**src/asl_pkg.sv**
```systemverilog
// Package for the asynchronous serial loop/control block.
// Assumes a 32-bit Avalon-MM slave with byte addresses, one register per byte
// address, data on the low lane.
package asl_pkg;

  // Register byte offsets from the block base
  localparam logic [2:0] ASL_IDX_CTRL_ONE  = 3'h0;
  localparam logic [2:0] ASL_IDX_BAUD      = 3'h1;
  localparam logic [2:0] ASL_IDX_DATA      = 3'h2;
  localparam logic [2:0] ASL_IDX_CTRL_TWO  = 3'h3;
  localparam logic [2:0] ASL_IDX_STAT_ONE  = 3'h4;
  localparam logic [2:0] ASL_IDX_STAT_TWO  = 3'h5;
  localparam logic [2:0] ASL_IDX_IRQ_MASK  = 3'h6;

  // serial_control_one fields
  localparam int ASL_C1_LOOP_BIT = 7;
  localparam int ASL_C1_RX_SOURCE_SEL_BIT = 5;

  // serial_control_two fields
  localparam int ASL_C2_TX_EMPTY_IE = 7;
  localparam int ASL_C2_TX_DONE_IE  = 6;
  localparam int ASL_C2_RX_FULL_IE  = 5;
  localparam int ASL_C2_IDLE_IE     = 4;
  localparam int ASL_C2_TX_ON       = 3;
  localparam int ASL_C2_RX_ON       = 2;
  localparam logic [7:0] ASL_C2_RW_MASK = 8'hFC;

  // serial_status_one: sticky event bits, write one to clear
  localparam int ASL_ST_TX_EMPTY = 4;
  localparam int ASL_ST_TX_DONE  = 3;
  localparam int ASL_ST_RX_FULL  = 2;
  localparam int ASL_ST_OVERRUN  = 1;
  localparam int ASL_ST_IDLE     = 0;
  localparam int ASL_NUM_EV      = 5;

  // serial_status_two fields
  localparam int ASL_S2_LINE_BIT = 7;
  localparam int ASL_S2_BUSY_BIT = 6;
  localparam int ASL_S2_DIR_BIT  = 1;

  // Reset values
  localparam logic [7:0]  ASL_C1_RST    = 8'h00;
  localparam logic [7:0]  ASL_C2_RST    = 8'h00;
  localparam logic [15:0] ASL_BAUD_RST  = 16'h01B2;
  localparam logic [4:0]  ASL_MASK_RST  = 5'h1F;
  localparam logic [9:0]  ASL_SH_IDLE   = 10'h3FF;

  // Frame shape: start, eight data, stop
  localparam logic [3:0] ASL_LAST_BIT   = 4'h9;
  localparam logic [3:0] ASL_STOP_BIT   = 4'h8;

  typedef enum logic [2:0] {
    ASL_TX_IDLE  = 3'b001,
    ASL_TX_SHIFT = 3'b010,
    ASL_TX_PRE   = 3'b100
  } asl_tx_st_t;

  typedef enum logic [2:0] {
    ASL_RX_IDLE  = 3'b001,
    ASL_RX_START = 3'b010,
    ASL_RX_DATA  = 3'b100
  } asl_rx_st_t;

endpackage

```
**src/asl_serial_ctrl.sv**
```systemverilog
// Control slice of an asynchronous serial unit: control registers, loop and
// single-wire routing, a small 8N1 transmitter and receiver, and interrupts.
// Assumes one 50 MHz clock, synchronous active-high reset, Avalon-MM slave.
`timescale 1ns/1ns
`default_nettype none

module asl_serial_ctrl
  import asl_pkg::*;
(
  // Clock and reset
  input  wire logic        clk,
  input  wire logic        sys_rst,
  // Avalon-MM slave
  input  wire logic [4:0]  avs_address,
  input  wire logic        avs_read,
  input  wire logic        avs_write,
  input  wire logic [31:0] avs_writedata,
  input  wire logic [3:0]  avs_byteenable,
  output var  logic [31:0] avs_readdata,
  output var  logic        avs_waitrequest,
  // Serial pins
  input  wire logic        rxd_i,
  input  wire logic        txd_i,
  output var  logic        txd_o,
  output var  logic        txd_oe_n,
  // Interrupt
  output var  logic        irq
);

  typedef struct packed {
    logic                  wait_r;
    logic [31:0]           rdata;
    logic [7:0]            ctrl_one;
    logic [7:0]            ctrl_two;
    logic                  pin_dir;
    logic [15:0]           baud;
    logic [ASL_NUM_EV-1:0] status;
    logic [ASL_NUM_EV-1:0] mask;
    logic [1:0][2:0]       sync;
    logic [1:0]            filt;
    logic                  tx_on_d;
    logic                  pre_pend;
    logic [7:0]            tx_buf;
    logic                  tx_buf_full;
    asl_tx_st_t            tx_st;
    logic [9:0]            tx_sh;
    logic [15:0]           tx_cnt;
    logic [3:0]            tx_bits;
    asl_rx_st_t            rx_st;
    logic [7:0]            rx_sh;
    logic [7:0]            rx_data;
    logic [15:0]           rx_cnt;
    logic [3:0]            rx_bits;
    logic                  idle_armed;
    logic                  txd;
    logic                  txd_oe_n;
    logic                  irq;
  } asl_state_t;

  asl_state_t r;
  asl_state_t n;

  logic                  req;
  logic                  hit;
  logic                  do_write;
  logic [2:0]            idx;
  logic                  loop_sel;
  logic                  src_sel;
  logic                  tx_on;
  logic                  rx_on;
  logic                  single_wire;
  logic                  rx_in;
  logic [15:0]           bit_last;
  logic [15:0]           bit_half;
  logic [ASL_NUM_EV-1:0] gate;
  logic [ASL_NUM_EV-1:0] ev;
  logic [ASL_NUM_EV-1:0] clr;
  logic                  pre_taken;
  logic [31:0]           rd_mux;

  assign req         = avs_read | avs_write;
  assign hit         = (avs_address[4:3] == 2'b00);
  assign do_write    = avs_write & ~r.wait_r & hit;
  assign idx         = avs_address[2:0];
  assign loop_sel    = r.ctrl_one[ASL_C1_LOOP_BIT];
  assign src_sel     = r.ctrl_one[ASL_C1_RX_SOURCE_SEL_BIT];
  assign tx_on       = r.ctrl_two[ASL_C2_TX_ON];
  assign rx_on       = r.ctrl_two[ASL_C2_RX_ON];
  assign single_wire = loop_sel & src_sel;
  assign bit_last    = (r.baud > 16'h0002) ? r.baud - 16'h0001 : 16'h0001;
  assign bit_half    = {1'b0, bit_last[15:1]};

  // Receiver source selection
  always_comb begin
    if (!loop_sel) begin
      rx_in = r.filt[0];
    end else if (src_sel) begin
      rx_in = r.filt[1];
    end else begin
      rx_in = r.tx_sh[0];
    end
  end

  // Enable gating per status bit
  assign gate[ASL_ST_TX_EMPTY] = r.ctrl_two[ASL_C2_TX_EMPTY_IE];
  assign gate[ASL_ST_TX_DONE]  = r.ctrl_two[ASL_C2_TX_DONE_IE];
  assign gate[ASL_ST_RX_FULL]  = r.ctrl_two[ASL_C2_RX_FULL_IE];
  assign gate[ASL_ST_OVERRUN]  = r.ctrl_two[ASL_C2_RX_FULL_IE];
  assign gate[ASL_ST_IDLE]     = r.ctrl_two[ASL_C2_IDLE_IE];

  // Read data selection
  always_comb begin
    rd_mux = 32'h0000_0000;
    case (idx)
      ASL_IDX_CTRL_ONE: rd_mux[7:0]  = r.ctrl_one;
      ASL_IDX_BAUD:     rd_mux[15:0] = r.baud;
      ASL_IDX_DATA:     rd_mux[7:0]  = r.rx_data;
      ASL_IDX_CTRL_TWO: rd_mux[7:0]  = r.ctrl_two;
      ASL_IDX_STAT_ONE: rd_mux[ASL_NUM_EV-1:0] = r.status;
      ASL_IDX_STAT_TWO: begin
        rd_mux[ASL_S2_LINE_BIT] = rx_in;
        rd_mux[ASL_S2_BUSY_BIT] = (r.tx_st != ASL_TX_IDLE);
        rd_mux[ASL_S2_DIR_BIT]  = r.pin_dir;
      end
      ASL_IDX_IRQ_MASK: rd_mux[ASL_NUM_EV-1:0] = r.mask;
      default:          rd_mux = 32'h0000_0000;
    endcase
    // Addresses past the register bank read zero
    if (!hit) begin
      rd_mux = 32'h0000_0000;
    end
  end

  always_comb begin
    n         = r;
    ev        = '0;
    clr       = '0;
    pre_taken = 1'b0;

    // Bus handshake: one wait cycle, then the access completes
    if (req && r.wait_r) begin
      n.wait_r = 1'b0;
      n.rdata  = rd_mux;
    end else begin
      n.wait_r = 1'b1;
    end

    // Register writes
    if (do_write) begin
      case (idx)
        ASL_IDX_CTRL_ONE: begin
          if (avs_byteenable[0]) begin
            n.ctrl_one = avs_writedata[7:0] &
                         (8'h01 << ASL_C1_LOOP_BIT | 8'h01 << ASL_C1_RX_SOURCE_SEL_BIT);
          end
        end
        ASL_IDX_BAUD: begin
          if (avs_byteenable[0]) begin
            n.baud[7:0] = avs_writedata[7:0];
          end
          if (avs_byteenable[1]) begin
            n.baud[15:8] = avs_writedata[15:8];
          end
        end
        ASL_IDX_DATA: begin
          if (avs_byteenable[0] && !r.tx_buf_full) begin
            n.tx_buf      = avs_writedata[7:0];
            n.tx_buf_full = 1'b1;
          end
        end
        ASL_IDX_CTRL_TWO: begin
          if (avs_byteenable[0]) begin
            n.ctrl_two = avs_writedata[7:0] & ASL_C2_RW_MASK;
          end
        end
        ASL_IDX_STAT_ONE: begin
          if (avs_byteenable[0]) begin
            clr = avs_writedata[ASL_NUM_EV-1:0];
          end
        end
        ASL_IDX_STAT_TWO: begin
          if (avs_byteenable[0]) begin
            n.pin_dir = avs_writedata[ASL_S2_DIR_BIT];
          end
        end
        ASL_IDX_IRQ_MASK: begin
          if (avs_byteenable[0]) begin
            n.mask = avs_writedata[ASL_NUM_EV-1:0];
          end
        end
        default: begin
        end
      endcase
    end

    // Pin synchronisers: change accepted once stages two and three agree
    for (int i = 0; i < 2; i++) begin
      n.sync[i] = {r.sync[i][1:0], (i == 0) ? rxd_i : txd_i};
      if (r.sync[i][1] == r.sync[i][2]) begin
        n.filt[i] = r.sync[i][2];
      end
    end

    // Transmitter
    n.tx_on_d = tx_on;
    case (r.tx_st)
      ASL_TX_IDLE: begin
        n.tx_cnt  = 16'h0000;
        n.tx_bits = 4'h0;
        if (tx_on) begin
          if (r.pre_pend) begin
            n.tx_sh   = ASL_SH_IDLE;
            pre_taken = 1'b1;
            n.tx_st   = ASL_TX_PRE;
          end else if (r.tx_buf_full) begin
            n.tx_sh       = {1'b1, r.tx_buf, 1'b0};
            n.tx_buf_full = 1'b0;
            ev[ASL_ST_TX_EMPTY] = 1'b1;
            n.tx_st       = ASL_TX_SHIFT;
          end
        end
      end
      ASL_TX_SHIFT, ASL_TX_PRE: begin
        if (r.tx_cnt == bit_last) begin
          n.tx_cnt  = 16'h0000;
          n.tx_sh   = {1'b1, r.tx_sh[9:1]};
          n.tx_bits = r.tx_bits + 4'h1;
          if (r.tx_bits == ASL_LAST_BIT) begin
            n.tx_bits = 4'h0;
            n.tx_st   = ASL_TX_IDLE;
            if (!n.tx_buf_full && !r.pre_pend) begin
              ev[ASL_ST_TX_DONE] = 1'b1;
            end
          end
        end else begin
          n.tx_cnt = r.tx_cnt + 16'h0001;
        end
      end
      default: begin
        n.tx_st = ASL_TX_IDLE;
        n.tx_sh = ASL_SH_IDLE;
      end
    endcase
    // Enable rising edge queues a preamble; a new edge beats the take
    n.pre_pend = (r.pre_pend & ~pre_taken) | (tx_on & ~r.tx_on_d);

    // Receiver
    case (r.rx_st)
      ASL_RX_IDLE: begin
        if (!rx_on) begin
          n.idle_armed = 1'b0;
          n.rx_cnt     = 16'h0000;
          n.rx_bits    = 4'h0;
        end else if (!rx_in) begin
          n.rx_st   = ASL_RX_START;
          n.rx_cnt  = 16'h0000;
          n.rx_bits = 4'h0;
        end else if (r.idle_armed) begin
          if (r.rx_cnt == bit_last) begin
            n.rx_cnt  = 16'h0000;
            n.rx_bits = r.rx_bits + 4'h1;
            if (r.rx_bits == ASL_LAST_BIT) begin
              ev[ASL_ST_IDLE] = 1'b1;
              n.idle_armed    = 1'b0;
              n.rx_bits       = 4'h0;
            end
          end else begin
            n.rx_cnt = r.rx_cnt + 16'h0001;
          end
        end
      end
      ASL_RX_START: begin
        if (!rx_on) begin
          n.rx_st = ASL_RX_IDLE;
        end else if (r.rx_cnt == bit_half) begin
          n.rx_cnt = 16'h0000;
          n.rx_st  = rx_in ? ASL_RX_IDLE : ASL_RX_DATA;
        end else begin
          n.rx_cnt = r.rx_cnt + 16'h0001;
        end
      end
      ASL_RX_DATA: begin
        if (!rx_on) begin
          n.rx_st = ASL_RX_IDLE;
        end else if (r.rx_cnt == bit_last) begin
          n.rx_cnt  = 16'h0000;
          n.rx_bits = r.rx_bits + 4'h1;
          if (r.rx_bits == ASL_STOP_BIT) begin
            n.rx_st      = ASL_RX_IDLE;
            n.rx_bits    = 4'h0;
            n.idle_armed = 1'b1;
            if (rx_in) begin
              if (r.status[ASL_ST_RX_FULL]) begin
                ev[ASL_ST_OVERRUN] = 1'b1;
              end else begin
                n.rx_data          = r.rx_sh;
                ev[ASL_ST_RX_FULL] = 1'b1;
              end
            end
          end else begin
            n.rx_sh = {rx_in, r.rx_sh[7:1]};
          end
        end else begin
          n.rx_cnt = r.rx_cnt + 16'h0001;
        end
      end
      default: begin
        n.rx_st = ASL_RX_IDLE;
      end
    endcase

    // Sticky status: a new event wins over a clear in the same cycle
    n.status = (r.status & ~clr) | ev;

    // Pin drive
    n.txd = r.tx_sh[0];
    if (!tx_on) begin
      n.txd_oe_n = 1'b1;
    end else if (single_wire) begin
      n.txd_oe_n = ~r.pin_dir;
    end else begin
      n.txd_oe_n = 1'b0;
    end

    n.irq = |(r.status & gate & r.mask);
  end

  always_ff @(posedge clk) begin
    if (sys_rst) begin
      r             <= '0;
      r.wait_r      <= 1'b1;
      r.ctrl_one    <= ASL_C1_RST;
      r.ctrl_two    <= ASL_C2_RST;
      r.baud        <= ASL_BAUD_RST;
      r.mask        <= ASL_MASK_RST;
      r.sync        <= '1;
      r.filt        <= 2'b11;
      r.tx_st       <= ASL_TX_IDLE;
      r.tx_sh       <= ASL_SH_IDLE;
      r.rx_st       <= ASL_RX_IDLE;
      r.txd         <= 1'b1;
      r.txd_oe_n    <= 1'b1;
    end else begin
      r <= n;
    end
  end

  assign avs_readdata    = r.rdata;
  assign avs_waitrequest = r.wait_r;
  assign txd_o           = r.txd;
  assign txd_oe_n        = r.txd_oe_n;
  assign irq             = r.irq;

endmodule

`default_nettype wire

```
**config.mk**
```make
export PLATFORM = sky130hd
export DESIGN_NAME = asl_serial_ctrl
export DESIGN_NICKNAME = d
export VERILOG_FILES = /design/src/asl_pkg.sv /design/src/asl_serial_ctrl.sv
export SDC_FILE = /design/constraint.sdc
export NUM_CORES = 1
export LEC_CHECK = 0
export BUFFER_PORTS_ARGS = -buffer_cell sky130_fd_sc_hd__buf_2
export CORE_ASPECT_RATIO = 0.75
export CORE_MARGIN = 2
export CORE_UTILIZATION = 54
export DETAILED_ROUTE_END_ITERATION = 8
export PLACE_DENSITY = 0.81
export SLEW_MARGIN = 10
export SYNTH_ARGS = -nofsm -noshare
export SYNTH_HDL_FRONTEND = slang
export SYNTH_SLANG_ARGS = --single-unit
```
**constraint.sdc**
```tcl
create_clock -name clk -period 3.75 [get_ports clk]
set_clock_uncertainty 0.05 [all_clocks]
set_input_delay 0.9375 -clock clk [delete_from_list [all_inputs] [get_ports clk]]
set_output_delay 0.9375 -clock clk [all_outputs]
set_load 0.005 [all_outputs]
```
-- Word level (Yosys, flattened, before mapping)
Index checks and enable logic that the tools add are counted.
- add/subtract/negate cells: 5
- multipliers: 0
- divide/modulo/power cells: 0
- $lt $le $gt $ge: 1
- equality and inequality tests: 37
- shift operators: 0
- multiplexer cells: 81
- bitwise gates (word level): 19
- reductions and logical operators: 30
- operators by type and width (kind ; number):
    16-bit two-way mux ; 6
    21-bit two-way mux ; 3
    16-bit one-hot mux with 3 select lines ; 1
    8-bit two-way mux ; 5
    20-bit one-hot mux with 2 select lines ; 1
    5-bit two-way mux ; 7
    16-bit by 1-bit adder with 16-bit output (second input constant) ; 2
    16-bit == test ; 2
    1-bit two-way mux ; 29
    14-bit two-way mux ; 2
    13-bit two-way mux ; 2
    13-bit one-hot mux with 2 select lines ; 1
    3-bit two-way mux ; 8
    3-bit AND reduction ; 8
    20-bit two-way mux ; 1
    19-bit two-way mux ; 1
    2-bit != test (second input constant) ; 9
    16-bit by 15-bit == test with 1-bit output ; 1
    16-bit by 2-bit > comparator with 1-bit output (second input constant) ; 1
    16-bit by 1-bit subtractor with 16-bit output (second input constant) ; 1
    5-bit bitwise AND ; 3
    3-bit == test (second input constant) ; 5
    3-bit != test (second input constant) ; 5
    3-bit one-hot mux with 5 select lines ; 1
    other kinds (31) ; 68
- bits in registers: 163
- latch bits: 0
- RAM bits: 0
- memory bits (read-only): 0
- bits of input ports: 47
- word-level logic and storage cells: 203
- memories: 0

-- Longest topological paths before layout
Gate-level depths: netlist of the first run.
- word-level depth: 12
- depth in mapped cells: 15

-- Least setup slack after synthesis of the first run
No wires, ideal clock.
- kind: register -> register
- start point: register r[105] (netlist name)
- end point: register r[60] (netlist name)
- data arrival time: 3.568 ns
- setup slack: 0.010 ns
- cell stages (with the launch flop): 15
- period minus slack after synthesis: 3.740 ns
- path through: dfxtp_1 clkbuf_1 inv_1 ha_1 or3b_1 clkbuf_1 nor3_2 xnor2_1 or4_1 a311o_1 nor4_4 nor4_1 clkbuf_1 and3_1 a221o_1
- word-level cells in the longest chain between the ends: 5
- RTL lines (item ; line ; RTL):
    start, declared ; asl_serial_ctrl.sv:60 ; asl_state_t r;
    start signal, assigned ; asl_serial_ctrl.sv:344 ; r <= n;
    16-bit by 1-bit subtractor with 16-bit output / 16-bit by 2-bit > comparator with 1-bit output (equally long branches) ; asl_serial_ctrl.sv:90 ; assign bit_last = (r.baud > 16'h0002) ? r.baud - 16'h0001 : 16'h0001;
    16-bit two-way mux (*) ; asl_serial_ctrl.sv:90 ;
    16-bit == test (*) ; asl_serial_ctrl.sv:224 ; if (r.tx_cnt == bit_last) begin
    16-bit two-way mux (*) ; asl_serial_ctrl.sv:224 ;
    20-bit one-hot mux with 2 select lines (*) ; asl_serial_ctrl.sv:206 ; case (r.tx_st)
Every way passes the cells marked *; elsewhere a longest branch is shown, timed or not.
A chain may end at the register's enable or synchronous reset.

-- Worst setup path in the final report of the first run
- start point: register r[108] (netlist name)
- end point: register r[6] (netlist name)
- word-level cells in the longest chain between the ends: 5
- RTL lines (item ; line):
    16-bit by 1-bit subtractor with 16-bit output / 16-bit by 2-bit > comparator with 1-bit output (equally long branches) ; asl_serial_ctrl.sv:90
    16-bit two-way mux (*) ; asl_serial_ctrl.sv:90
    16-bit == test (*) ; asl_serial_ctrl.sv:259, asl_serial_ctrl.sv:285
    4-bit != test (no line) / 2-bit != test (equally long branches) ; n/a
    5-bit AND reduction (no line) (*) ; n/a
Marks and branches as above.

==> run metrics, run 1 <==
Synth Cell Area=8430 um^2; peak supply drop=around 0.34 mV; routed via count=just over 8k; Ys Warns=0; Worst Hold End=n[91]; fin nets=between 1k and 1.5k; Tcrit/Tclk final=a little over nine tenths; CP max FO=8; Critical Path Max Stage Delay=between 0.5 and 0.6 ns; CP arrival=approximately 4.0 ns; most numerous cell in the Yosys netlist=dfxtp_1; CTS clk-pin slew, worst paths=about 0.070 ns; TritonCTS sink count=~150; critical path, cell by cell=or4_4, buf_8, o41ai_4, nor2_1, or3b_1, a211o_1, or2_0, or4b_4, and3_4, a221o_1; synthesized instance count=approximately 1.0k; FF-to-FF Start=r[108]; Yosys cell types=84; r2r worst-path depth=10; chip width=approximately 150 um; Setup Crit Path Kind=reg2reg; RR Endpoint=r[6]; fin crit period=about 3.7 ns; Critical Path Source Type=flop; setup ws final=about 0.07 ns; P&R area growth vs syn=15.7%; Global Route Usage Sum=between 20% and 30%; slowest cell on the critical path=or4_4; Die Ht=112 um; H-tree depth=4; Fin. Hold Viols=0; routed wire length=23.8 mm; clk_lat worst skew=between 0.4 and 0.5 ns; post-layout util=~64%; io pins=between 80 and 90; RSZ-0062 raised after global routing=true; Top FF cell, synth=dfxtp_1; Design Power=roughly 3500 uW; GRT overflow=0; Syn Area/Cell=8.06 um^2; CP Data Required Time=~4 ns; clk buf depth=2; Hold Crit Depth=1; Finish-stage setup viols=0; Post-synth EDFFs=0; vias in the first global route=approximately 7.4k; Pwr Density=358 nW/um^2; core box area=15200 um^2; area share of the largest cell type after synthesis=between 30% and 40%; initial antenna violation count=2; # rows=39; Initial Util=55.3%; r2r setup slk=approximately 0.07 ns; outcome=complete, no violations; first-pass GRT wire length=between 30 and 40 mm; Die Area=around 17000 um^2; Final Max Slew Viols=0; cts bufs inserted=17; Worst-Margin Slew=between 0.7 and 0.8 ns; maxcap violations=0; Yosys top cell by area=dfxtp_1; number of port buffers=between 40 and 50; CP Capture Type=flop; dpl hpwl=16.5 mm; Hold Crit Start=n[90]; Final Wtd Congestion=0.951; DRC=0; root buffer cell=clkbuf_16; Lkg Pwr=0.00396 uW; synthesized flop and latch total=approximately 150; post-synthesis sequential area ratio=a little over a third; pre-CTS setup slack=-0.145 ns; slew margin rel.=about 49%; HP Class=reg2reg; share of synthesized registers carrying an async set or reset=0%; top post-synthesis cells by count=dfxtp_1, nor2_1, nand2_1, clkbuf_1, mux2i_1; share of cells above drive strength 1=18.5%; Post-DRT Antenna Nets=0; DRT Pass-1 Iters=6; drt wl/cell=approximately 18 um; largest net degree at the start of global routing=68; top area cells in the synthesized netlist=dfxtp_1, mux2i_1, nor2_1; layout filler cell count=between 1k and 1.5k; Max Fclk=between 0.2 and 0.3 GHz; CTS tree=built; DR iter-0 viols=between 900 and 1k; Vias/cell=between 6 and 7
==> power by group <==
part	switching [uW]	internal, uW
clock network	771	1040
registers	3.52	1570
logic	80.3	38.1
==> metal layers <==
metal,vias to the layer above,track usage (%),part of all wire [%]
met5,-,0,0.055
met4,2,7.43,1.7
met3,44,9.31,11
met2,418,42.0,43
met1,3797,40.5,44
li1,3808,-,-
==> placed cells by master (no fill, tap or decap), types with 14 or more instances in the layout <==
cell type | netlist | final
nor3_1 | 41 | 40
nand3_1 | 36 | 36
nand2_1 | 115 | 115
xnor2_1 | 20 | 19
mux2i_1 | 56 | 56
o21ai_0 | 24 | 23
and3_1 | 20 | 19
inv_1 | 25 | 25
a22oi_1 | 15 | 14
conb_1 | 1 | 16
nor2_1 | 123 | 122
buf_4 | 32 | 73
a21oi_1 | 51 | 51
buf_2 | 7 | 47
xor2_1 | 15 | 14
dfxtp_1 | 147 | 146
clkbuf_16 | 0 | 17
==> worst max-delay path, delay by kind of cell (launching register included) <==
family          cells  cell delay [ns]
flops               1             0.32
buf+inv             1             0.17
simple gates        6             2.03
compound gates      3             0.99
==> state kept, by name, indices dropped and copies added, names as in the netlist <==
signal / count
avs_readdata: 16
irq: 1
txd_oe_n: 1
avs_waitrequest: 1
loop_sel: 1
n: 6
txd_o: 1
r: 116
gate: 4
==> cells by family (layout without fill, tap and decap cells) <==
| group | Yosys count | after routing | share of synthesized area [%] |
|---|---|---|---|
| flip-flops | 147 | 147 | 34.9 |
| buffers and inverters | 134 | 178 | 7.59 |
| AO/OA/AOI/OAI | 208 | 208 | 17.6 |
| adder cells (fa/ha/maj) | 9 | 9 | 1.34 |
| AND/OR/NAND/NOR | 443 | 443 | 25.8 |
| XOR/XNOR | 38 | 38 | 4.44 |
| multiplexers | 66 | 66 | 8.26 |
| other | 1 | 18 | 0.0445 |
==> through the flow <==
| step | area, um^2 | std cells | hold WS, ns | setup TNS (ns) |
|---|---|---|---|---|
| finish | 9750 | 1312 | 0.359 | 0 |
| CTS | 9600 | 1305 | 0.359 | 0 |
| global route | 9750 | 1310 | 0.384 | -0.0225 |
| detailed placement | 8950 | 1273 | 0.344 | -0.952 |
| floorplan | 8480 | 1061 | 0.339 | 0 |
| global placement | 8950 | 1273 | 0.342 | -0.193 |
==> final cells by class <==
class                   count  area [um^2]  share of cell area (%)
multi-input cells         780         5030                    51.6
flip-flops and latches    147         2940                    30.2
repair buffers            121          798                    8.19
clock buffers              18          439                    4.50
well taps                 205          256                    2.63
clock inverters            14          185                    1.90
inverters                  25         93.8                   0.962
diodes                      2         5.00                  0.0513
==> what timing repair did <==
action,in CTS,in global routing
pin swaps,0,12
resized for setup,3,22
setup endpoints to repair,15,42
setup buffers,0,5
hold buffers,0,0
==> worst max path at each step <==
stage | from | to | slack, ns | cells after the start
final | r[108] | r[6] | 0.07 | 10
after global routing | r[106] | r[6] | -0.02 | 10
after CTS | r[105] | r[6] | 0.003 | 9
after detailed placement | r[112] | r[4] | -0.14 | 11
after global placement | r[112] | r[6] | -0.06 | 10
after floorplan | r[105] | r[60] | 0.01 | 14
No activity file was read; power rests on OpenSTA's default activity.
==> run 2: changes to the inputs <==
--- a/config.mk
+++ b/config.mk
@@ -5,6 +5,7 @@
 export SDC_FILE = /design/constraint.sdc
 export NUM_CORES = 1
 export LEC_CHECK = 0
+export ABC_AREA = 1
 export BUFFER_PORTS_ARGS = -buffer_cell sky130_fd_sc_hd__buf_2
 export CORE_ASPECT_RATIO = 0.75
 export CORE_MARGIN = 2
==> run metrics, run 2 <==
Post-DRT Antenna Nets=0 (unchanged); Tcrit/Tclk final=84.3% (was 98.1%); synthesized flop and latch total=147 (unchanged); Fin. Hold Viols=0 (unchanged); largest net degree at the start of global routing=66 (was 68); Setup Crit Path Kind=reg2reg (unchanged); Initial Util=55.6% (was 55.3%); vias in the first global route=6907 (was 7374); top area cells in the synthesized netlist=dfxtp_1, nand2_1, nor2_1 (was dfxtp_1, mux2i_1, nor2_1); Pwr Density=426 nW/um^2 (was 358 nW/um^2); post-synthesis sequential area ratio=36.3% (was 34.9%); Resized Gates After CTS=0 (was 3); CP dominant cell by count=nand2_1; CTS tree=built (unchanged); number of port buffers=48 (unchanged); share of synthesized registers carrying an async set or reset=0% (unchanged); r2r setup slk=0.59 ns (was 0.07 ns); GRT overflow=0 (unchanged); clk buf depth=2 (unchanged); CP max FO=42 (was 8); cts bufs inserted=17 (unchanged); critical path, cell by cell=inv_1, ha_1, o21ai_2, nor2_2, nand2_4, nand2_1, nand2_1, nand2_1, nor2_1, nand3_1, nor2_1, nand3_2, nand2_2, nand4_1, nand2_1, nor2_1 (was or4_4, buf_8, o41ai_4, nor2_1, or3b_1, a211o_1, or2_0, or4b_4, and3_4, a221o_1); routed wire length=20.4 mm (was 23.8 mm); commonest non-fill, non-tap cell in the layout=nand2_1 (was dfxtp_1); slowest cell on the critical path=nand2_1 (was or4_4); cts hold-fix bufs=0 (unchanged); most frequent cells in the layout=nand2_1, nor2_1, dfxtp_1 (was dfxtp_1, nor2_1, nand2_1); first-pass GRT wire length=33.4 mm (was 38.0 mm); Top FF cell, synth=dfxtp_1 (unchanged); P&R area growth vs syn=9.98% (was 15.7%); Critical Path Max Stage Delay=0.41 ns (was 0.58 ns); maxcap violations=0 (unchanged); Die Area=16000 um^2 (was 16600 um^2); Final Max Slew Viols=0 (unchanged); CP Capture Type=flop (unchanged); slew margin rel.=52.2% (was 49.1%); CP arrival=3.43 ns (was 3.95 ns); initial antenna violation count=0 (was 2); DRC=0 (unchanged); Ys Warns=0 (unchanged); Final Wtd Congestion=0.955 (was 0.951); Critical Path Source Type=flop (unchanged); max reg flops=116 (unchanged); Max Fclk=0.316 GHz (was 0.272 GHz); drt wl/cell=14.4 um (was 18.2 um); TritonCTS sink count=147 (unchanged); fin nets=1261 (was 1148); Vias/cell=5.43 (was 6.15); root buffer cell=clkbuf_16 (unchanged); Sum Neg Setup Slack=0 ns (unchanged); Syn Area/Cell=6.90 um^2 (was 8.06 um^2); CP Data Required Time=4.01 ns (was 4.02 ns); Placed Cells=1386 (was 1273); share of cells above drive strength 1=11.2% (was 18.5%); synthesized instance count=1176 (was 1046); Design Power=3800 uW (was 3490 uW); Non-Filler Instances=1418 (was 1312); # rows=38 (was 39); Most flops, register=r (unchanged); Post-synth EDFFs=0 (unchanged); postcts setup bufs=0 (unchanged); core box area=14600 um^2 (was 15200 um^2); Lkg Pwr=0.00367 uW (was 0.00396 uW); routed via count=7700 (was 8069); fin crit period=3.16 ns (was 3.68 ns); Yosys top cell by area=dfxtp_1 (unchanged); most numerous cell in the Yosys netlist=nand2_1 (was dfxtp_1); H-tree depth=4 (unchanged); io pins=83 (unchanged); chip width=146 um (was 148 um); peak supply drop=0.331 mV (was 0.341 mV); Global Route Usage Sum=26.1% (was 28.6%); outcome=complete, no violations (unchanged); number of diodes=0 (was 2); Die Ht=110 um (was 112 um); dpl hpwl=14.9 mm (was 16.5 mm); CTS clk-pin slew, worst paths=0.07 ns (about the same); top post-synthesis cells by count=nand2_1, dfxtp_1, nor2_1, inv_1, nand3_1 (was dfxtp_1, nor2_1, nand2_1, clkbuf_1, mux2i_1); DRT Pass-1 Iters=5 (was 6); Worst-Margin Slew=0.717 ns (was 0.758 ns); clk_lat worst skew=0.44 ns (about the same); DR iter-0 viols=629 (was 951); area share of the largest cell type after synthesis=36.3% (was 34.9%); HP Class=reg2reg (unchanged); Synth Cell Area=8120 um^2 (was 8430 um^2); Finish-stage setup viols=0 (unchanged); Yosys cell types=42 (was 84); RSZ-0062 raised after global routing=false (was true)
run 2: changes by cell type after synthesis, moves of 24 or more:
cell      previous run  this run
nand2_1            115       217
nor3_1              41        15
nand4_1             12        37
xor2_1              15        49
nand3_1             36        91
mux2i_1             56         0
inv_1               25       135
o21ai_0             24        69
a21oi_1             51        84
clkbuf_1            65        23
nor2_1             123       147
run 2: through the flow:
stage / setup WS, ns / hold slack [ns] / util, % / area (um^2)
after floorplan: 1.16 / 0.339 / - / 8170
after global placement: 0.666 / 0.345 / 57.1 / 8340
after detailed placement: 0.584 / 0.346 / 57.1 / 8340
after CTS: 0.610 / 0.362 / 61.1 / 8920
after global routing: 0.224 / 0.373 / 61.1 / 8920
final: 0.587 / 0.361 / 61.1 / 8920
run 2: final timing paths:
path,from,end,cells past startpoint
max,r[105],r[20],16
min,n[93],n[94],1
max reg2reg,r[105],r[20],16
min reg2reg,n[93],n[94],1
run 2: where the power goes:
part / total [uW] / switching [uW] / internal [uW]
clock: 1700 / 744 / 952
combinational: 467 / 321 / 146
sequential: 1640 / 39.0 / 1600
run 2: area by class of cell:
| cell class | count | area (um^2) |
|---|---|---|
| timing repair buffer | 58 | 315 |
| fill | 1322 | 5670 |
| clock inverter | 14 | 145 |
| multi-input combinational | 839 | 4300 |
| tap | 200 | 250 |
| inverter | 142 | 533 |
| clock buffer | 18 | 439 |
| sequential | 147 | 2940 |
run 2: cell families (layout without fill, tap and decap cells):
logic type	Yosys count	count (layout)	synth area share, %
DFF	147	147	36.3
other	1	16	0.0462
adders and majority gates	9	9	1.39
buffers and inverters	205	232	11.5
xor gates and xnor gates	51	51	5.50
AOI/OAI and AO/OA	207	207	14.2
and+or+nand+nor	556	556	31.1
run 2: worst max-delay path: cells and delay by family, from the launching register on:
kind | cells | cell delay [ns]
flip-flops | 1 | 0.35
adder cells (fa/ha/maj) | 1 | 0.25
AO/OA/AOI/OAI | 1 | 0.16
buffers and inverters | 1 | 0.15
AND/OR/NAND/NOR | 13 | 2.09
run 2: routing by layer:
layer	vias up	global-route usage [%]	part of all wire [%]	routed length, um
met5	-	0	0	0
met4	0	7.35	1.1	227
met3	26	7.41	9.1	1850
met2	310	39.8	43	8770
met1	3495	36.2	47	9570
li1	3869	-	-	-
